$ cat src/tsc_pkg.sv
// Constants, field layouts and types for the tuner control register bank.
// Assumes one 25 MHz clock and a synchronous active-low reset.
// Notes on behaviour
// All eight low bits feed loop-two feedback ratio
// Reference ratio from bits 6..0, bit 7 ignored
// Three top bits pick one of eight tanks
// Bits 3..2 set loop-one pump, four steps
// Bits 1..0 set loop-two pump, same steps
// Filter step 00 down, 01 nominal, 11 up
// Monitor code zero keeps output quiet
// Codes 1,2 lock; 8,9 AND/NAND of locks
// Codes 3..6 divider outputs, 7 reference oscillator
// Codes 10,11 over/under of loop one, two
// Status: locks 7,6, power 5, range 4,3
// Power flag reads one after reset completes
// Unlocked: range flag picks lower or higher tank
// Filter step bits live at address eight
// Host reads status byte then NACK and stop
// Writes to 04h, 05h, 06h hit registers
// Host avoids step 10 and monitor 1100..1111
// Reserved write bits ignored, status reserved zero
package tsc_pkg;

   localparam logic [7:0] TSC_ADDR_FB_LOW   = 8'h04;
   localparam logic [7:0] TSC_ADDR_REF_DIV  = 8'h05;
   localparam logic [7:0] TSC_ADDR_OSC_SET  = 8'h06;
   localparam logic [7:0] TSC_ADDR_FILT_MON = 8'h08;

   localparam logic [7:0] TSC_RST_FB_LOW   = 8'h00;
   localparam logic [6:0] TSC_RST_REF_DIV  = 7'h00;
   localparam logic [7:0] TSC_RST_OSC_SET  = 8'h00;
   localparam logic [1:0] TSC_RST_STEP     = 2'h1;
   localparam logic [3:0] TSC_RST_MON      = 4'h0;

   localparam int TSC_TANK_MSB  = 7;
   localparam int TSC_TANK_LSB  = 5;
   localparam int TSC_CP1_MSB   = 3;
   localparam int TSC_CP1_LSB   = 2;
   localparam int TSC_CP2_MSB   = 1;
   localparam int TSC_CP2_LSB   = 0;
   localparam int TSC_STEP_MSB  = 5;
   localparam int TSC_STEP_LSB  = 4;
   localparam int TSC_MON_MSB   = 3;
   localparam int TSC_MON_LSB   = 0;
   localparam int TSC_REF_MSB   = 6;

   localparam int TSC_ST_LOOP1_LOCKED  = 7;
   localparam int TSC_ST_LOOP2_LOCKED  = 6;
   localparam int TSC_ST_POR    = 5;
   localparam int TSC_ST_OU1    = 4;
   localparam int TSC_ST_OU2    = 3;

   localparam logic [1:0] TSC_STEP_DOWN = 2'h0;
   localparam logic [1:0] TSC_STEP_NOM  = 2'h1;
   localparam logic [1:0] TSC_STEP_UP   = 2'h3;

   localparam logic [9:0] TSC_PUMP_STEP_UA = 10'h0C8;

   // Internal power-on settling, cycles after reset release
   localparam logic [7:0] TSC_POR_CYCLES = 8'h10;

   typedef enum logic [3:0] {
      TSC_MON_QUIET,
      TSC_MON_LOOP1_LOCKED,
      TSC_MON_LOOP2_LOCKED,
      TSC_MON_FB1,
      TSC_MON_REF1,
      TSC_MON_FB2,
      TSC_MON_REF2,
      TSC_MON_OSC,
      TSC_MON_AND,
      TSC_MON_NAND,
      TSC_MON_OU1,
      TSC_MON_OU2
   } tsc_mon_type;

   typedef enum logic [1:0] {
      TSC_POR_HOLD,
      TSC_POR_COUNT,
      TSC_POR_DONE
   } tsc_por_type;

endpackage

$ cat src/tsc_mon_if.sv
// Carries monitor select, synchronised sources and the monitor level.
// Assumes both ends run on the same clock.
`timescale 1ns/1ns
interface tsc_mon_if;
   logic [3:0] sel;
   logic       loop1_locked;
   logic       loop2_locked;
   logic       fb1;
   logic       ref1;
   logic       fb2;
   logic       ref2;
   logic       osc;
   logic       ou1;
   logic       ou2;
   logic       mon;

   modport ctrl (output sel, loop1_locked, loop2_locked, fb1, ref1, fb2, ref2, osc,
                 ou1, ou2, input mon);
   modport mux  (input sel, loop1_locked, loop2_locked, fb1, ref1, fb2, ref2, osc,
                 ou1, ou2, output mon);
endinterface

$ cat src/tsc_regs.sv
// Tuner synthesiser control registers and status read-back.
// Assumes serial framing logic on mclk_i delivers byte writes and
// read requests; analog status and divider pins arrive asynchronously.
`timescale 1ns/1ns
module tsc_regs
   import tsc_pkg::*;
(
   input  wire logic       mclk_i,
   input  wire logic       rst_n_i,
   input  wire logic       wr_en_i,
   input  wire logic [7:0] wr_addr_i,
   input  wire logic [7:0] wr_data_i,
   input  wire logic       rd_req_i,
   input  wire logic       loop1_locked_i,
   input  wire logic       loop2_locked_i,
   input  wire logic       loop1_tune_out_of_range_i,
   input  wire logic       loop2_tune_out_of_range_i,
   input  wire logic       loop1_fb_div_i,
   input  wire logic       loop1_ref_div_i,
   input  wire logic       loop2_fb_div_i,
   input  wire logic       loop2_ref_div_i,
   input  wire logic       ref_osc_i,
   output logic            wr_ack_o,
   output logic [7:0]      rd_data_o,
   output logic            rd_valid_o,
   output logic [7:0]      loop2_feedback_ratio_o,
   output logic [6:0]      loop2_reference_ratio_o,
   output logic [2:0]      tank_select_o,
   output logic [1:0]      loop1_pump_current_o,
   output logic [1:0]      loop2_pump_current_o,
   output logic [9:0]      loop1_pump_ua_o,
   output logic [9:0]      loop2_pump_ua_o,
   output logic [1:0]      filter_step_o,
   output logic            filter_step_down_o,
   output logic            filter_step_up_o,
   output logic            monitor_o,
   output logic            tank_go_lower_o,
   output logic            tank_go_higher_o,
   output logic            por_done_o
);

   // Pump current in microamps for a two-bit code
   function automatic logic [9:0] pump_ua(input logic [1:0] code);
      pump_ua = 10'(TSC_PUMP_STEP_UA * ({8'h00, code} + 10'h001));
   endfunction

   // Write strobe aimed at one register address
   function automatic logic addr_hit(input logic       en,
                                     input logic [7:0] addr,
                                     input logic [7:0] target);
      addr_hit = en && (addr == target);
   endfunction

   // Two-stage synchroniser for all asynchronous pins
   logic [8:0] pin_meta_r;
   logic [8:0] pin_sync_r;
   logic [8:0] pin_raw;

   assign pin_raw = {ref_osc_i, loop2_ref_div_i, loop2_fb_div_i,
                     loop1_ref_div_i, loop1_fb_div_i,
                     loop2_tune_out_of_range_i, loop1_tune_out_of_range_i,
                     loop2_locked_i, loop1_locked_i};

   always_ff @(posedge mclk_i) begin
      if (!rst_n_i) begin
         pin_meta_r <= 9'h000;
         pin_sync_r <= 9'h000;
      end else begin
         pin_meta_r <= pin_raw;
         pin_sync_r <= pin_meta_r;
      end
   end

   wire loop1_locked_s = pin_sync_r[0];
   wire loop2_locked_s = pin_sync_r[1];
   wire ou1_s   = pin_sync_r[2];
   wire ou2_s   = pin_sync_r[3];
   wire fb1_s   = pin_sync_r[4];
   wire ref1_s  = pin_sync_r[5];
   wire fb2_s   = pin_sync_r[6];
   wire ref2_s  = pin_sync_r[7];
   wire osc_s   = pin_sync_r[8];

   // Address decode of the write map
   wire hit_fb   = addr_hit(wr_en_i, wr_addr_i, TSC_ADDR_FB_LOW);
   wire hit_ref  = addr_hit(wr_en_i, wr_addr_i, TSC_ADDR_REF_DIV);
   wire hit_osc  = addr_hit(wr_en_i, wr_addr_i, TSC_ADDR_OSC_SET);
   wire hit_filt = addr_hit(wr_en_i, wr_addr_i, TSC_ADDR_FILT_MON);
   wire hit_any  = hit_fb | hit_ref | hit_osc | hit_filt;

   // Write registers, reserved bits never stored
   logic [7:0] fb_low_r;
   logic [7:0] fb_low_nxt;
   logic [6:0] ref_div_r;
   logic [6:0] ref_div_nxt;
   logic [2:0] tank_r;
   logic [2:0] tank_nxt;
   logic [1:0] cp1_r;
   logic [1:0] cp1_nxt;
   logic [1:0] cp2_r;
   logic [1:0] cp2_nxt;
   logic [1:0] step_r;
   logic [1:0] step_nxt;
   logic [3:0] mon_sel_r;
   logic [3:0] mon_sel_nxt;

   assign fb_low_nxt  = hit_fb ? wr_data_i : fb_low_r;
   assign ref_div_nxt = hit_ref ? wr_data_i[TSC_REF_MSB:0]
                                : ref_div_r;
   assign tank_nxt    = hit_osc ? wr_data_i[TSC_TANK_MSB:TSC_TANK_LSB]
                                : tank_r;
   assign cp1_nxt     = hit_osc ? wr_data_i[TSC_CP1_MSB:TSC_CP1_LSB]
                                : cp1_r;
   assign cp2_nxt     = hit_osc ? wr_data_i[TSC_CP2_MSB:TSC_CP2_LSB]
                                : cp2_r;
   assign step_nxt    = hit_filt ? wr_data_i[TSC_STEP_MSB:TSC_STEP_LSB]
                                 : step_r;
   assign mon_sel_nxt = hit_filt ? wr_data_i[TSC_MON_MSB:TSC_MON_LSB]
                                 : mon_sel_r;

   always_ff @(posedge mclk_i) begin
      if (!rst_n_i) begin
         fb_low_r  <= TSC_RST_FB_LOW;
         ref_div_r <= TSC_RST_REF_DIV;
         tank_r    <= TSC_RST_OSC_SET[TSC_TANK_MSB:TSC_TANK_LSB];
         cp1_r     <= TSC_RST_OSC_SET[TSC_CP1_MSB:TSC_CP1_LSB];
         cp2_r     <= TSC_RST_OSC_SET[TSC_CP2_MSB:TSC_CP2_LSB];
         step_r    <= TSC_RST_STEP;
         mon_sel_r <= TSC_RST_MON;
      end else begin
         fb_low_r  <= fb_low_nxt;
         ref_div_r <= ref_div_nxt;
         tank_r    <= tank_nxt;
         cp1_r     <= cp1_nxt;
         cp2_r     <= cp2_nxt;
         step_r    <= step_nxt;
         mon_sel_r <= mon_sel_nxt;
      end
   end

   // Registered copies driven to the analog controls, plus the write ack
   logic [9:0] cp1_ua_r;
   logic [9:0] cp2_ua_r;
   logic       step_down_r;
   logic       step_up_r;
   logic       wr_ack_r;

   wire step_down_nxt = (step_nxt == TSC_STEP_DOWN);
   wire step_up_nxt   = (step_nxt == TSC_STEP_UP);

   always_ff @(posedge mclk_i) begin
      if (!rst_n_i) begin
         cp1_ua_r    <= pump_ua(TSC_RST_OSC_SET[TSC_CP1_MSB:TSC_CP1_LSB]);
         cp2_ua_r    <= pump_ua(TSC_RST_OSC_SET[TSC_CP2_MSB:TSC_CP2_LSB]);
         step_down_r <= 1'b0;
         step_up_r   <= 1'b0;
         wr_ack_r    <= 1'b0;
      end else begin
         cp1_ua_r    <= pump_ua(cp1_nxt);
         cp2_ua_r    <= pump_ua(cp2_nxt);
         step_down_r <= step_down_nxt;
         step_up_r   <= step_up_nxt;
         wr_ack_r    <= hit_any;
      end
   end

   // Internal power-on sequence
   tsc_por_type por_state_r;
   tsc_por_type por_state_nxt;
   logic [7:0]  por_cnt_r;
   logic [7:0]  por_cnt_nxt;

   wire por_last = (por_cnt_r == TSC_POR_CYCLES - 8'h01);

   always_comb begin
      por_state_nxt = por_state_r;
      por_cnt_nxt   = por_cnt_r;
      case (por_state_r)
         TSC_POR_HOLD: begin
            por_state_nxt = TSC_POR_COUNT;
            por_cnt_nxt   = 8'h00;
         end
         TSC_POR_COUNT: begin
            por_cnt_nxt = por_cnt_r + 8'h01;
            if (por_last) begin
               por_state_nxt = TSC_POR_DONE;
            end
         end
         TSC_POR_DONE: begin
            por_state_nxt = TSC_POR_DONE;
         end
         default: begin
            por_state_nxt = TSC_POR_HOLD;
         end
      endcase
   end

   always_ff @(posedge mclk_i) begin
      if (!rst_n_i) begin
         por_state_r <= TSC_POR_HOLD;
         por_cnt_r   <= 8'h00;
      end else begin
         por_state_r <= por_state_nxt;
         por_cnt_r   <= por_cnt_nxt;
      end
   end

   // Flag registered so the pin comes straight from a flop
   logic por_done_r;

   always_ff @(posedge mclk_i) begin
      if (!rst_n_i) begin
         por_done_r <= 1'b0;
      end else begin
         por_done_r <= (por_state_nxt == TSC_POR_DONE);
      end
   end

   wire por_ok = por_done_r;

   // Status byte, reserved bits zero
   logic [7:0] status_nxt;
   logic [7:0] status_r;
   logic [7:0] rd_data_r;
   logic [7:0] rd_data_nxt;
   logic       rd_valid_r;
   logic       go_lower_r;
   logic       go_higher_r;

   always_comb begin
      status_nxt               = 8'h00;
      status_nxt[TSC_ST_LOOP1_LOCKED] = loop1_locked_s;
      status_nxt[TSC_ST_LOOP2_LOCKED] = loop2_locked_s;
      status_nxt[TSC_ST_POR]   = por_ok;
      status_nxt[TSC_ST_OU1]   = ou1_s;
      status_nxt[TSC_ST_OU2]   = ou2_s;
   end

   // Tank advice follows the lock and range flags
   wire adv_lower  = !loop1_locked_s && !ou1_s;
   wire adv_higher = !loop1_locked_s && ou1_s;

   // Snapshot taken on a request, held until the next one
   assign rd_data_nxt = rd_req_i ? status_r : rd_data_r;

   always_ff @(posedge mclk_i) begin
      if (!rst_n_i) begin
         status_r    <= 8'h00;
         rd_data_r   <= 8'h00;
         rd_valid_r  <= 1'b0;
         go_lower_r  <= 1'b0;
         go_higher_r <= 1'b0;
      end else begin
         status_r    <= status_nxt;
         rd_valid_r  <= rd_req_i;
         go_lower_r  <= adv_lower;
         go_higher_r <= adv_higher;
         rd_data_r   <= rd_data_nxt;
      end
   end

   // Monitor selector
   tsc_mon_if mon_if ();

   assign mon_if.sel   = mon_sel_r;
   assign mon_if.loop1_locked = loop1_locked_s;
   assign mon_if.loop2_locked = loop2_locked_s;
   assign mon_if.ou1   = ou1_s;
   assign mon_if.ou2   = ou2_s;
   assign mon_if.fb1   = fb1_s;
   assign mon_if.ref1  = ref1_s;
   assign mon_if.fb2   = fb2_s;
   assign mon_if.ref2  = ref2_s;
   assign mon_if.osc   = osc_s;

   tsc_mon_mux u_mon (
      .mclk_i  (mclk_i),
      .rst_n_i (rst_n_i),
      .mon_if  (mon_if)
   );

   assign wr_ack_o                = wr_ack_r;
   assign rd_data_o               = rd_data_r;
   assign rd_valid_o              = rd_valid_r;
   assign loop2_feedback_ratio_o  = fb_low_r;
   assign loop2_reference_ratio_o = ref_div_r;
   assign tank_select_o           = tank_r;
   assign loop1_pump_current_o    = cp1_r;
   assign loop2_pump_current_o    = cp2_r;
   assign loop1_pump_ua_o         = cp1_ua_r;
   assign loop2_pump_ua_o         = cp2_ua_r;
   assign filter_step_o           = step_r;
   assign filter_step_down_o      = step_down_r;
   assign filter_step_up_o        = step_up_r;
   assign monitor_o               = mon_if.mon;
   assign tank_go_lower_o         = go_lower_r;
   assign tank_go_higher_o        = go_higher_r;
   assign por_done_o              = por_done_r;

endmodule

$ cat src/tsc_mon_mux.sv
// Monitor output selector driven by the filter/monitor register.
// Assumes sources already synchronised to mclk_i.
`timescale 1ns/1ns
module tsc_mon_mux
   import tsc_pkg::*;
(
   input  wire logic mclk_i,
   input  wire logic rst_n_i,
   tsc_mon_if.mux    mon_if
);

   logic mon_nxt;
   logic mon_r;

   always_comb begin
      case (mon_if.sel)
         TSC_MON_QUIET: mon_nxt = 1'b0;
         TSC_MON_LOOP1_LOCKED: mon_nxt = mon_if.loop1_locked;
         TSC_MON_LOOP2_LOCKED: mon_nxt = mon_if.loop2_locked;
         TSC_MON_FB1:   mon_nxt = mon_if.fb1;
         TSC_MON_REF1:  mon_nxt = mon_if.ref1;
         TSC_MON_FB2:   mon_nxt = mon_if.fb2;
         TSC_MON_REF2:  mon_nxt = mon_if.ref2;
         TSC_MON_OSC:   mon_nxt = mon_if.osc;
         TSC_MON_AND:   mon_nxt = mon_if.loop1_locked & mon_if.loop2_locked;
         TSC_MON_NAND:  mon_nxt = ~(mon_if.loop1_locked & mon_if.loop2_locked);
         TSC_MON_OU1:   mon_nxt = mon_if.ou1;
         TSC_MON_OU2:   mon_nxt = mon_if.ou2;
         default:       mon_nxt = 1'b0;
      endcase
   end

   always_ff @(posedge mclk_i) begin
      if (!rst_n_i) begin
         mon_r <= 1'b0;
      end else begin
         mon_r <= mon_nxt;
      end
   end

   assign mon_if.mon = mon_r;

endmodule

$ cat config.mk
export PLATFORM = sky130hd
export DESIGN_NAME = tsc_regs
export DESIGN_NICKNAME = d
export VERILOG_FILES = /design/src/tsc_pkg.sv /design/src/tsc_mon_if.sv /design/src/tsc_regs.sv /design/src/tsc_mon_mux.sv
export SDC_FILE = /design/constraint.sdc
export NUM_CORES = 1
export LEC_CHECK = 0
export ABC_AREA = 1
export BUFFER_PORTS_ARGS = -buffer_cell sky130_fd_sc_hd__buf_2
export CAP_MARGIN = 10
export CORE_ASPECT_RATIO = 1.2
export CORE_MARGIN = 2
export CORE_UTILIZATION = 35
export CTS_BUF_LIST = sky130_fd_sc_hd__clkbuf_4 sky130_fd_sc_hd__clkbuf_8
export DETAILED_ROUTE_END_ITERATION = 10
export PLACE_DENSITY = 0.65
export SETUP_SLACK_MARGIN = 0.5
export SYNTH_ARGS = -nofsm -noshare
export SYNTH_HDL_FRONTEND = slang
export SYNTH_SLANG_ARGS = --single-unit
$ cat constraint.sdc
create_clock -name mclk_i -period 3.1 [get_ports mclk_i]
set_input_delay 0.31 -clock mclk_i [delete_from_list [all_inputs] [get_ports mclk_i]]
set_output_delay 0.31 -clock mclk_i [all_outputs]
set_load 0.05 [all_outputs]
==> key figures, run 1 <==
Die
  • Io pins: 89
  • Floorplan die area: 0.009921 sq mm
  • Die W: 91.26 microns
  • Chip Height: 108.7 microns
  • Starting Density: 35.59%
  • Area inside the core boundary: 0.008986 sq mm
  • Core Rows: 38

Clock network
  • CTS HTree Levels: 3
  • Clock tree buffer depth: 2
  • Number of hold-repair buffers added at the cts stage: 0
  • Post-CTS Repair Setup Buffers: 0
  • Number of CTS-inserted buffers: 9
  • Total of cells resized after clock tree synthesis: 0
  • CTS sink cnt: 84
  • Clock tree from TritonCTS: built
  • Clock-pin slew on the worst setup and hold paths: 0.09 ns
  • Cell at the root of the clock tree: sky130_fd_sc_hd__clkbuf_8
  • Clock network latency to the later pin of the worst-skew pair: 0.36 ns

Worst setup path
  • CP dominant cell by count: sky130_fd_sc_hd__nand2_1
  • R2R Path Start: mon_if.sel[1]$_SDFFE_PN0P_
  • CP Data Arrival Time: 1.75 ns
  • Crit Path Max Fanout: 23
  • Worst-path cell with the longest stage delay: sky130_fd_sc_hd__buf_4
  • Crit Path Category: input pin to flip-flop
  • Critical Path Max Stage Delay: 0.25 ns
  • Required time worst endpoint: 3.37 ns
  • Number of cells on the critical path: 12
  • CP bufs+invs: 4
  • Cells along the critical path: buf_2, nor2_1, nand3_1, nor2_2, buf_4, nand2_1, nand2_1, nand2_1, inv_2, ha_1, nand2_1, inv_1
  • Worst Setup EP: loop1_pump_ua_o[4]$_SDFF_PN0_
  • Setup slack of the worst register-to-register path: 1.87 ns
  • R2r worst-path depth: 9
  • Kind of cell adding the most delay to the critical path: simple AND/OR/NAND/NOR gates
  • Type of destination of the critical path: flip-flop
  • Worst setup path startpoint: wr_addr_i[4]
  • Crit Reg-Reg Endpoint: u_mon.mon_if.mon$_SDFF_PN0_
  • Sort of element at the start of the critical path: input pin

Power and ir drop
  • Combinational cell fraction of total power: 6.9%
  • Internal power: 0.001510 W
  • Seq pwr share: 54.8%
  • Clk network pwr share: 38.3%
  • Switching portion of total power: 25.33%
  • PwrDens: 528.5 mW/mm^2
  • Overall Power: 0.002022 W
  • Net switching power figure: 0.0005122 W
  • Leak pwr: 2.019 nW
  • Worst vdd rail ir drop: 0.2663 mV

Yosys
  • Post-Synthesis Mean Instance Area: 7.725 sq um
  • Area share of and/or/nand/nor cells after synthesis: 24.10%
  • Post-Synthesis Cell Area: 0.003198 sq mm
  • Synthesized-area fraction occupied by adder cells: 2.347%
  • Synthesized flop and latch total: 84
  • Compound-Gate Fraction of Synth Area: 7.629%
  • Xor and xnor fraction of the mapped netlist area: 0.2739%
  • Largest family of logic cells by synthesized area: simple AND/OR/NAND/NOR gates
  • Share of cell area taken by muxes after synthesis: 0%
  • Warnings, synthesis: 0
  • Number of unique standard cell types used by synthesis: 27
  • Sequential cell area fraction in the yosys report: 52.58%
  • Number of instances in the synthesized netlist: 414

Placed design
  • Count of input and output buffers: 79
  • Hpwl dp: 4731 microns
  • Post-DP Area: 0.003626 sq mm
  • Routability congestion estimate from global placement: 0.8190

Global routing
  • Largest net degree at the start of global routing: 55
  • First-pass GRT wire length: 10,670 microns
  • Total global routing overflow: 0
  • Number of global-route vias before repair: 2,449
  • GRT Overall Usage: 13.44%
  • Antenna violations before repair: 0

Timing
  • Fmax: 0.6723 GHz
  • Fraction of the cycle the final worst path needs: 47.98%
  • Transition time of the tightest slew-check pin: 0.7992 ns
  • Post-layout minimum cycle time: 1.487 ns
  • Max transition margin: 46.66%
  • Setup tns final: 0 ns
  • Worst Skew: 0.008549 ns
  • Final count of pins violating max slew: 0
  • Hold violation count in the final report: 0
  • Final setup fails: 0
  • Unrepaired setup endpoints after global routing: no

Detailed routing
  • DRT iter0 DRCs: 109
  • Count of nets left with antenna violations after detail routing: 0
  • Vias after detailed routing: 2,675
  • Vias/cell: 4.364
  • Routed WL per cell: 10.62 microns
  • Count of TritonRoute iterations in the first routing pass: 4
  • Total Wirelength: 6510 microns
  • DRC viols: 0

Layout
  • Ant. Diodes: 0
  • Most frequent cells in the layout: sky130_fd_sc_hd__nand2_1, sky130_fd_sc_hd__dfxtp_1, sky130_fd_sc_hd__buf_2, sky130_fd_sc_hd__inv_1, sky130_fd_sc_hd__nor2_1
  • Fraction of layout instances using a drive strength above 1: 22.31%
  • Most common cell after layout, fill and taps aside: sky130_fd_sc_hd__nand2_1
  • Design Area, Final: 0.003826 sq mm
  • Net total in the final layout: 523
  • Signed area change from the synthesized netlist to the final layout: 19.64%

Outcome
  • Result of the run: finished, final reports clean

Run
  • Number of maximum-capacitance violations: 0

Hold path
  • Class of the tightest hold or removal check: input pin to flip-flop
synth_stat cells:
cell type / instances / area share (%)
sky130_fd_sc_hd__buf_1: 4 / 0.47
sky130_fd_sc_hd__o21ai_0: 18 / 2.8
sky130_fd_sc_hd__nand4_1: 5 / 0.98
sky130_fd_sc_hd__a21oi_1: 25 / 3.9
sky130_fd_sc_hd__nand2_1: 87 / 10
sky130_fd_sc_hd__ha_1: 6 / 2.3
sky130_fd_sc_hd__inv_1: 63 / 7.4
sky130_fd_sc_hd__conb_1: 1 / 0.12
sky130_fd_sc_hd__nor3b_1: 1 / 0.23
sky130_fd_sc_hd__and2_1: 1 / 0.20
sky130_fd_sc_hd__nand3_1: 26 / 4.1
sky130_fd_sc_hd__inv_2: 4 / 0.47
sky130_fd_sc_hd__nor2_4: 2 / 0.70
sky130_fd_sc_hd__o21ai_1: 4 / 0.63
sky130_fd_sc_hd__buf_6: 1 / 0.35
sky130_fd_sc_hd__buf_2: 4 / 0.63
sky130_fd_sc_hd__nand3_2: 1 / 0.31
sky130_fd_sc_hd__clkbuf_1: 3 / 0.35
sky130_fd_sc_hd__nor2_2: 4 / 0.78
sky130_fd_sc_hd__nor3_1: 2 / 0.31
sky130_fd_sc_hd__nor2_1: 50 / 5.9
sky130_fd_sc_hd__nand2_2: 1 / 0.20
sky130_fd_sc_hd__buf_4: 14 / 3.3
sky130_fd_sc_hd__a21oi_2: 1 / 0.27
sky130_fd_sc_hd__xor2_1: 1 / 0.27
sky130_fd_sc_hd__dfxtp_1: 84 / 53
sky130_fd_sc_hd__nand3b_1: 1 / 0.23
sequential cells by signal, indices dropped and copies added (netlist names), 2 cells and up:
signal and count:
pin_meta_r 9, pin_sync_r 9, loop2_feedback_ratio_o 8, por_cnt_r 8, loop2_reference_ratio_o 7, loop1_pump_ua_o 5
loop2_pump_ua_o 5, rd_data_o 5, status_r 5, mon_if.sel 4, tank_select_o 3, filter_step_o 2
loop1_pump_current_o 2, loop2_pump_current_o 2, por_state_r 2
stage by stage:
| stage | std cells | worst slack (ns) | hold slack [ns] | utilization (%) |
|---|---|---|---|---|
| after CTS | 613 | 1.631 | 0.1228 | 42.58 |
| after floorplan | 422 | 1.612 | 0.3905 | - |
| after global placement | 597 | 1.279 | 0.4009 | 40.35 |
| after detailed placement | 597 | 1.239 | 0.3972 | 40.35 |
| final | 613 | 1.613 | 0.1380 | 42.58 |
| after global routing | 613 | 1.409 | 0.1306 | 42.58 |
worst min-delay path by stage:
stage	start	end	slack, ns	cells after the start
after floorplan	pin_meta_r[0]$_SDFF_PN0_	pin_sync_r[0]$_SDFF_PN0_	0.39	2
after global placement	pin_meta_r[4]$_SDFF_PN0_	pin_sync_r[4]$_SDFF_PN0_	0.40	2
after detailed placement	pin_meta_r[0]$_SDFF_PN0_	pin_sync_r[0]$_SDFF_PN0_	0.40	2
after CTS	loop2_locked_i	pin_meta_r[1]$_SDFF_PN0_	0.12	3
after global routing	loop2_locked_i	pin_meta_r[1]$_SDFF_PN0_	0.13	3
final	loop2_locked_i	pin_meta_r[1]$_SDFF_PN0_	0.14	3
per-layer routing:
| metal | vias to the layer above | wire length (microns) | GRT usage, % |
|---|---|---|---|
| li1 | 1393 | - | - |
| met1 | 1221 | 2845 | 15.49 |
| met2 | 55 | 3246 | 22.70 |
| met3 | 6 | 332 | 4.699 |
| met4 | 0 | 85 | 5.844 |
| met5 | - | 0 | 0 |
tightest hold or removal path, delay by kind of cell:
| kind | cells | cell delay [ns] |
|---|---|---|
| buf+inv | 2 | 0.12 |
| simple gates | 1 | 0.04 |
cells by family (layout without fill, tap and decap cells):
group / count (synthesis) / count (layout)
simple gates: 181 / 181
buf+inv: 93 / 164
flops: 84 / 84
compound gates: 48 / 48
fa+ha+maj: 6 / 6
other cells: 1 / 9
xor+xnor: 1 / 1
area by class of cell:
cell class / instances / area (sq um)
inverter: 67 / 251.5
sequential: 84 / 1682
tap: 120 / 150.1
timing repair buffer: 81 / 410.4
clock inverter: 7 / 76.32
fill: 947 / 5160
clock buffer: 9 / 123.9
multi-input combinational: 245 / 1132
power groups by stage:
stage	Clock [W]	Sequential (W)	Combinational (W)
floorplan	0	0.00115	0.0000841
global placement	0	0.00113	0.000138
detailed placement	0	0.00113	0.000140
CTS	0.000800	0.00111	0.000141
global route	0.000845	0.00111	0.000155
finish	0.000775	0.00111	0.000139
Power figures use the tool's default switching activity.
==> run 2, diff against run 1 <==
- PLACE_DENSITY: 0.65 -> 0.67
- clock period: 3.1 -> 1.3 ns (I/O delays scaled with it)
==> run 2 against run 1 <==
- die area unchanged
- flip-flop and latch count unchanged
- register-to-register slack got worse by 1.7 ns
- count of clock-buffer cells in the layout increased by 3
- via count increased by 13%
- critical path type is now flip-flop to flip-flop
==> key figures, run 2 (synthesis gave the netlist of run 1 again) <==
Outcome
  • Result of the run: finished, final reports clean

Global routing
  • GRT Overall Usage: 16.79% (+3.4 points)
  • Antenna violations before repair: 0 (unchanged)
  • First-pass GRT wire length: 13,140 microns (+23%)
  • Total global routing overflow: 0 (unchanged)
  • Number of global-route vias before repair: 2,919 (+19%)
  • Largest net degree at the start of global routing: 30 (-45%)

Layout
  • Most frequent cells in the layout: sky130_fd_sc_hd__nand2_1, sky130_fd_sc_hd__inv_1, sky130_fd_sc_hd__dfxtp_2, sky130_fd_sc_hd__buf_8, sky130_fd_sc_hd__nor2_1
  • Fraction of layout instances using a drive strength above 1: 55.90% (+34 points)
  • Most common cell after layout, fill and taps aside: sky130_fd_sc_hd__nand2_1
  • Number of non-filler instances in the completed layout: 662 (+8.0%)
  • Ant. Diodes: 0 (unchanged)
  • Signed area change from the synthesized netlist to the final layout: 69.29%
  • Biggest regs: pin_meta_r: 9 flops, pin_sync_r: 9 flops
  • Net total in the final layout: 572 (+9.4%)
  • Count of fill cells added during filler insertion: 726 (-23%)

Die
  • Area inside the core boundary: 0.008986 sq mm (unchanged)
  • Core Rows: 38 (unchanged)
  • Chip Height: 108.7 microns (unchanged)
  • Die W: 91.26 microns (unchanged)
  • Starting Density: 35.59% (unchanged)
  • Floorplan die area: 0.009921 sq mm (unchanged)
  • Io pins: 89 (unchanged)

Detailed routing
  • Total Wirelength: 8854 microns (+36%)
  • Routed WL per cell: 13.37 microns (+26%)
  • DRT iter0 DRCs: 144 (+32%)
  • DRC viols: 0 (unchanged)
  • Count of nets left with antenna violations after detail routing: 0 (unchanged)
  • Vias after detailed routing: 3,010 (+13%)
  • Count of TritonRoute iterations in the first routing pass: 4 (unchanged)
  • Vias/cell: 4.547 (+4.2%)

Clock network
  • Clock tree buffer depth: 2 (unchanged)
  • Clock network latency to the later pin of the worst-skew pair: 0.37 ns (about the same)
  • Clock tree from TritonCTS: built
  • Clock-pin slew on the worst setup and hold paths: 0.08 ns (about the same)
  • CTS sink cnt: 84 (unchanged)
  • Cell at the root of the clock tree: sky130_fd_sc_hd__clkbuf_8
  • Number of CTS-inserted buffers: 9 (unchanged)
  • CTS HTree Levels: 3 (unchanged)

Hold path
  • Class of the tightest hold or removal check: input pin to flip-flop

Worst setup path
  • Sort of element at the start of the critical path: flip-flop
  • CP bufs+invs: 0 (-4)
  • Worst-path cell with the longest stage delay: sky130_fd_sc_hd__dfxtp_4
  • Type of destination of the critical path: flip-flop
  • CP Data Arrival Time: 1.37 ns (-0.38 ns)
  • Cells along the critical path: ha_4, nand4_1, nor2_2, o21ai_2, nor2_1
  • Critical Path Max Stage Delay: 0.38 ns (+0.13 ns)
  • Required time worst endpoint: 1.59 ns (-1.78 ns)
  • Crit Path Category: flip-flop to flip-flop
  • Kind of cell adding the most delay to the critical path: simple AND/OR/NAND/NOR gates
  • Crit Path Max Fanout: 3 (-87%)

Placed design
  • Count of input and output buffers: 79 (unchanged)
  • Number of cells in the design after placement: 609 (+2.0%)
  • Placement-stage worst setup slack: -0.1287 ns (-1.368 ns)
  • Routability congestion estimate from global placement: 0.8173 (-0.21%)
  • Hpwl dp: 5013 microns (+6.0%)

Timing
  • Final count of pins violating max slew: 0 (unchanged)
  • Worst Skew: 0.007531 ns (-0.001018 ns)
  • Post-layout worst setup margin: 0.2143 ns (-1.398 ns)
  • Hold violation count in the final report: 0 (unchanged)
  • Final setup fails: 0 (unchanged)
  • Fmax: 0.9211 GHz
  • Unrepaired setup endpoints after global routing: yes
  • Post-layout minimum cycle time: 1.086 ns
  • Fraction of the cycle the final worst path needs: 83.51%

Run
  • Number of maximum-capacitance violations: 0 (unchanged)

Power and ir drop
  • Worst vdd rail ir drop: 0.5936 mV (+120%)
  • PwrDens: 1001 mW/mm^2 (+89%)
  • Leak pwr: 2.518 nW (+25%)
run 2: cell type report:
class                      count  area [sq um]  share of cell area, %
tap                          120         150.1                  2.773
clock buffer                  12         158.9                  2.935
inverter                      67         264.0                  4.876
sequential                    84          1777                  32.82
timing repair buffer         130          1413                  26.09
clock inverter                 4         95.09                  1.756
multi-input combinational    245          1556                  28.75
run 2: stage by stage:
step | instance area [sq um] | util, % | TNS [ns] | hold WS (ns) | power, W
final | 5414 | 60.25 | 0 | 0.03284 | 0.005421
after global routing | 5414 | 60.25 | 0 | 0.04849 | 0.005646
after CTS | 5082 | 56.56 | 0 | 0.01343 | 0.005428
after detailed placement | 3865 | 43.01 | -1.277 | 0.3137 | 0.003064
after global placement | 3865 | 43.01 | -1.004 | 0.3197 | 0.003058
after floorplan | 3374 | - | 0 | 0.2235 | 0.002962
run 2: tightest hold or removal path, stage by stage:
cell and delay (ns):
sky130_fd_sc_hd__buf_2 0.13, sky130_fd_sc_hd__nand2_1 0.06, sky130_fd_sc_hd__inv_1 0.03
run 2: what timing repair did:
item | CTS | global route
setup buffers | 18 | 10
gates resized for setup | 237 | 75
cloned | 0 | 0
pin swaps | 23 | 26
setup endpoints to repair | 87 | 103
hold endpoints to repair | 9 | 0
hold buffers | 9 | 0
run 2: routing by layer:
layer / global-route usage, % / share of wire [%] / wire length [microns] / vias to the layer above
li1: - / - / - / 1494
met1: 18.25 / 39 / 3484 / 1384
met2: 29.42 / 51 / 4559 / 103
met3: 4.354 / 4.9 / 435 / 29
met5: 0 / 0 / 0 / -
met4: 10.28 / 4.2 / 375 / 0
run 2: worst paths after layout:
kind,start,end,slack [ns],depth (start not counted)
max,por_cnt_r[0]$_SDFFE_PN0P_,por_state_r[1]$_SDFF_PN0_,0.21,5
min,rd_req_i,rd_valid_o$_SDFF_PN0_,0.03,3
max reg2reg,por_cnt_r[0]$_SDFFE_PN0P_,por_state_r[1]$_SDFF_PN0_,0.21,5
min reg2reg,pin_meta_r[0]$_SDFF_PN0_,pin_sync_r[0]$_SDFF_PN0_,0.40,2
run 2: power by group:
group / switching, W / leakage, nW / internal [W]
sequential: 0.0000321 / 0.708 / 0.00261
clock: 0.000894 / 0.130 / 0.00140
combinational: 0.000314 / 1.68 / 0.000175
==> run 3, diff against run 2 <==
- PLACE_DENSITY: 0.67 -> 0.65
- clock period: 1.3 -> 1.1 ns (I/O delays scaled with it)
==> run 3 against run 2 <==
- the flow now finishes with violations (setup timing)
- non-clock buffer count is 11 higher
- utilization is 2.9 points higher
- first-iteration DRC count is 15% lower
- worst setup slack worse by 0.22 ns
- flip-flop and latch count stayed put
- sequential share of layout area is 1.1 points lower
- worst hold slack better by 0.016 ns
- critical path type unchanged
- largest cell class unchanged
- highest routed layer unchanged
==> key figures, run 3 (synthesis gave the netlist of run 1 again) <==
Outcome
  • Result of the run: complete, but fails checks
  • Failing checks: setup timing

Global routing
  • Number of global-route vias before repair: 2,969 (+1.7%)
  • First-pass GRT wire length: 13,500 microns (+2.7%)
  • Largest net degree at the start of global routing: 30 (unchanged)
  • GRT Overall Usage: 17.27% (+0.48 points)
  • Antenna violations before repair: 0 (unchanged)
  • Total global routing overflow: 0 (unchanged)

Placed design
  • Number of cells in the design after placement: 619 (+1.6%)
  • Routability congestion estimate from global placement: 0.8088 (-1.0%)
  • Count of input and output buffers: 79 (unchanged)
  • Hpwl dp: 5146 microns (+2.6%)

Clock network
  • Clock-pin slew on the worst setup and hold paths: 0.08 ns (about the same)
  • Cell at the root of the clock tree: sky130_fd_sc_hd__clkbuf_8
  • Clock tree from TritonCTS: built
  • Clock tree buffer depth: 2 (unchanged)
  • Clock network latency to the later pin of the worst-skew pair: 0.36 ns (about the same)
  • Number of CTS-inserted buffers: 9 (unchanged)
  • CTS HTree Levels: 3 (unchanged)
  • CTS sink cnt: 84 (unchanged)

Detailed routing
  • Routed WL per cell: 13.95 microns (+4.3%)
  • DRT iter0 DRCs: 123 (-15%)
  • DRC viols: 0 (unchanged)
  • Total Wirelength: 9401 microns (+6.2%)
  • Count of nets left with antenna violations after detail routing: 0 (unchanged)
  • Vias/cell: 4.608 (+1.4%)
  • Count of TritonRoute iterations in the first routing pass: 4 (unchanged)
  • Vias after detailed routing: 3,106 (+3.2%)

Run
  • Number of maximum-capacitance violations: 0 (unchanged)

Power and ir drop
  • Seq pwr share: 51.9% (+3.2 points)
  • Worst vdd rail ir drop: 0.7875 mV (+33%)
  • Clk network pwr share: 37.5% (-4.8 points)
  • Combinational cell fraction of total power: 10.7% (+1.7 points)
  • PwrDens: 1056 mW/mm^2 (+5.5%)
  • Switching portion of total power: 25.40% (+2.5 points)
  • Internal power: 0.004472 W (+6.9%)
  • Net switching power figure: 0.001522 W (+23%)
  • Leak pwr: 2.606 nW (+3.5%)

Layout
  • Most frequent cells in the layout: sky130_fd_sc_hd__nand2_1, sky130_fd_sc_hd__buf_8, sky130_fd_sc_hd__inv_1, sky130_fd_sc_hd__dfxtp_2, sky130_fd_sc_hd__nor2_1
  • Biggest regs: pin_meta_r: 9 flops, pin_sync_r: 9 flops
  • Signed area change from the synthesized netlist to the final layout: 77.43%
  • Number of non-filler instances in the completed layout: 674 (+1.8%)
  • Ant. Diodes: 0 (unchanged)
  • Fraction of layout instances using a drive strength above 1: 61.37% (+5.5 points)
  • Most common cell after layout, fill and taps aside: sky130_fd_sc_hd__nand2_1
  • Net total in the final layout: 584 (+2.1%)
  • Count of fill cells added during filler insertion: 680 (-6.3%)

Worst setup path
  • Crit Path Category: flip-flop to flip-flop
  • Setup slack of the worst register-to-register path: -0.01 ns (-0.22 ns)
  • CP bufs+invs: 2 (+2)
  • Required time worst endpoint: 1.37 ns (-0.22 ns)
  • Number of cells on the critical path: 6 (+1)
  • Cells along the critical path: inv_2, ha_1, a21oi_1, nor2_1, nand2_1, inv_1
  • Kind of cell adding the most delay to the critical path: flip-flops
  • Worst Setup EP: u_mon.mon_if.mon$_SDFF_PN0_
  • Critical Path Max Stage Delay: 0.39 ns (about the same)
  • R2R Path Start: mon_if.sel[2]$_SDFFE_PN0P_
  • CP Data Arrival Time: 1.38 ns (about the same)
  • Crit Path Max Fanout: 3 (unchanged)
  • Crit Reg-Reg Endpoint: u_mon.mon_if.mon$_SDFF_PN0_
  • Sort of element at the start of the critical path: flip-flop
  • Worst-path cell with the longest stage delay: sky130_fd_sc_hd__dfxtp_2
  • R2r worst-path depth: 6 (+1)
  • Type of destination of the critical path: flip-flop
  • Worst setup path startpoint: mon_if.sel[2]$_SDFFE_PN0P_

Timing
  • Setup tns final: -0.01413 ns (-0.01413 ns)
  • Fraction of the cycle the final worst path needs: 100.9% (+17 points)
  • Worst Skew: 0.008668 ns (+0.001137 ns)
  • Final setup fails: 2 (+2)
  • Post-layout worst setup margin: -0.009797 ns (-0.2241 ns)
  • Hold violation count in the final report: 0 (unchanged)
  • Fmax: 0.9011 GHz (-2.2%)
  • Post-layout minimum cycle time: 1.110 ns (+0.02414 ns)
  • Final count of pins violating max slew: 0 (unchanged)
  • Unrepaired setup endpoints after global routing: yes

Hold path
  • Class of the tightest hold or removal check: input pin to flip-flop

Die
  • Starting Density: 35.59% (unchanged)
  • Die W: 91.26 microns (unchanged)
  • Io pins: 89 (unchanged)
  • Chip Height: 108.7 microns (unchanged)
  • Floorplan die area: 0.009921 sq mm (unchanged)
  • Core Rows: 38 (unchanged)
  • Area inside the core boundary: 0.008986 sq mm (unchanged)
## run 3: layer usage
metal,vias to the layer above,part of all wire (%),wire length [microns],GRT usage [%]
met5,-,0,0,0
met4,0,4.8,447,8.874
met3,32,4.1,382,4.216
met2,97,51,4818,31.01
met1,1455,40,3752,19.00
li1,1522,-,-,-
## run 3: worst min path at each step
| stage | end | slack, ns | start | depth (start not counted) |
|---|---|---|---|---|
| floorplan | rd_valid_o$_SDFF_PN0_ | 0.20 | rd_req_i | 2 |
| global placement | pin_meta_r[1]$_SDFF_PN0_ | 0.30 | loop2_locked_i | 3 |
| detailed placement | pin_meta_r[6]$_SDFF_PN0_ | 0.30 | loop2_fb_div_i | 3 |
| CTS | tank_select_o[2]$_SDFFE_PN0P_ | 0.003 | wr_data_i[7] | 3 |
| global route | loop2_feedback_ratio_o[5]$_SDFFE_PN0P_ | 0.04 | wr_data_i[5] | 3 |
| finish | loop2_feedback_ratio_o[6]$_SDFFE_PN0P_ | 0.05 | wr_data_i[6] | 3 |
## run 3: repair_timing
action / 4_1_cts / 5_1_grt
endpoints found under the hold margin: 9 / 0
pin swaps: 36 / 39
hold buffers: 9 / 0
setup buffers: 18 / 11
endpoints found under the setup margin: 110 / 116
resized for setup: 227 / 116
gates cloned: 1 / 0
## run 3: through the flow
step	utilization, %	hold WS, ns	instance area [sq um]	worst slack [ns]	power [W]
global route	63.14	0.04371	5674	-0.07623	0.006248
finish	63.14	0.04907	5674	-0.009797	0.005994
floorplan	-	0.2034	3503	-0.1151	0.003512
CTS	57.60	0.003032	5176	0.02775	0.005944
global placement	44.47	0.2976	3996	-0.2776	0.003615
detailed placement	44.47	0.2968	3996	-0.3440	0.003624
## run 3: worst register-to-register path, cell delays in order, from the launching register on
cell                      delay [ns]
sky130_fd_sc_hd__dfxtp_2        0.39
sky130_fd_sc_hd__inv_2          0.07
sky130_fd_sc_hd__ha_1           0.27
sky130_fd_sc_hd__a21oi_1        0.14
sky130_fd_sc_hd__nor2_1         0.06
sky130_fd_sc_hd__nand2_1        0.06
sky130_fd_sc_hd__inv_1          0.03
## run 3: final cells by class
cell class / count / area, sq um / area share, %
inverter: 67 / 264.0 / 4.653
tap: 120 / 150.1 / 2.646
multi-input combinational: 246 / 1685 / 29.70
timing repair buffer: 141 / 1572 / 27.70
sequential: 84 / 1799 / 31.71
clock inverter: 4 / 51.30 / 0.9041
clock buffer: 12 / 152.6 / 2.690
## run 3: power by group through the flow
| stage | Combinational, W | Clock, W | Sequential (W) |
|---|---|---|---|
| finish | 0.000639 | 0.00224 | 0.00311 |
| global route | 0.000680 | 0.00245 | 0.00312 |
| CTS | 0.000549 | 0.00228 | 0.00311 |
| detailed placement | 0.000442 | 0 | 0.00318 |
| global placement | 0.000435 | 0 | 0.00318 |
| floorplan | 0.000270 | 0 | 0.00324 |
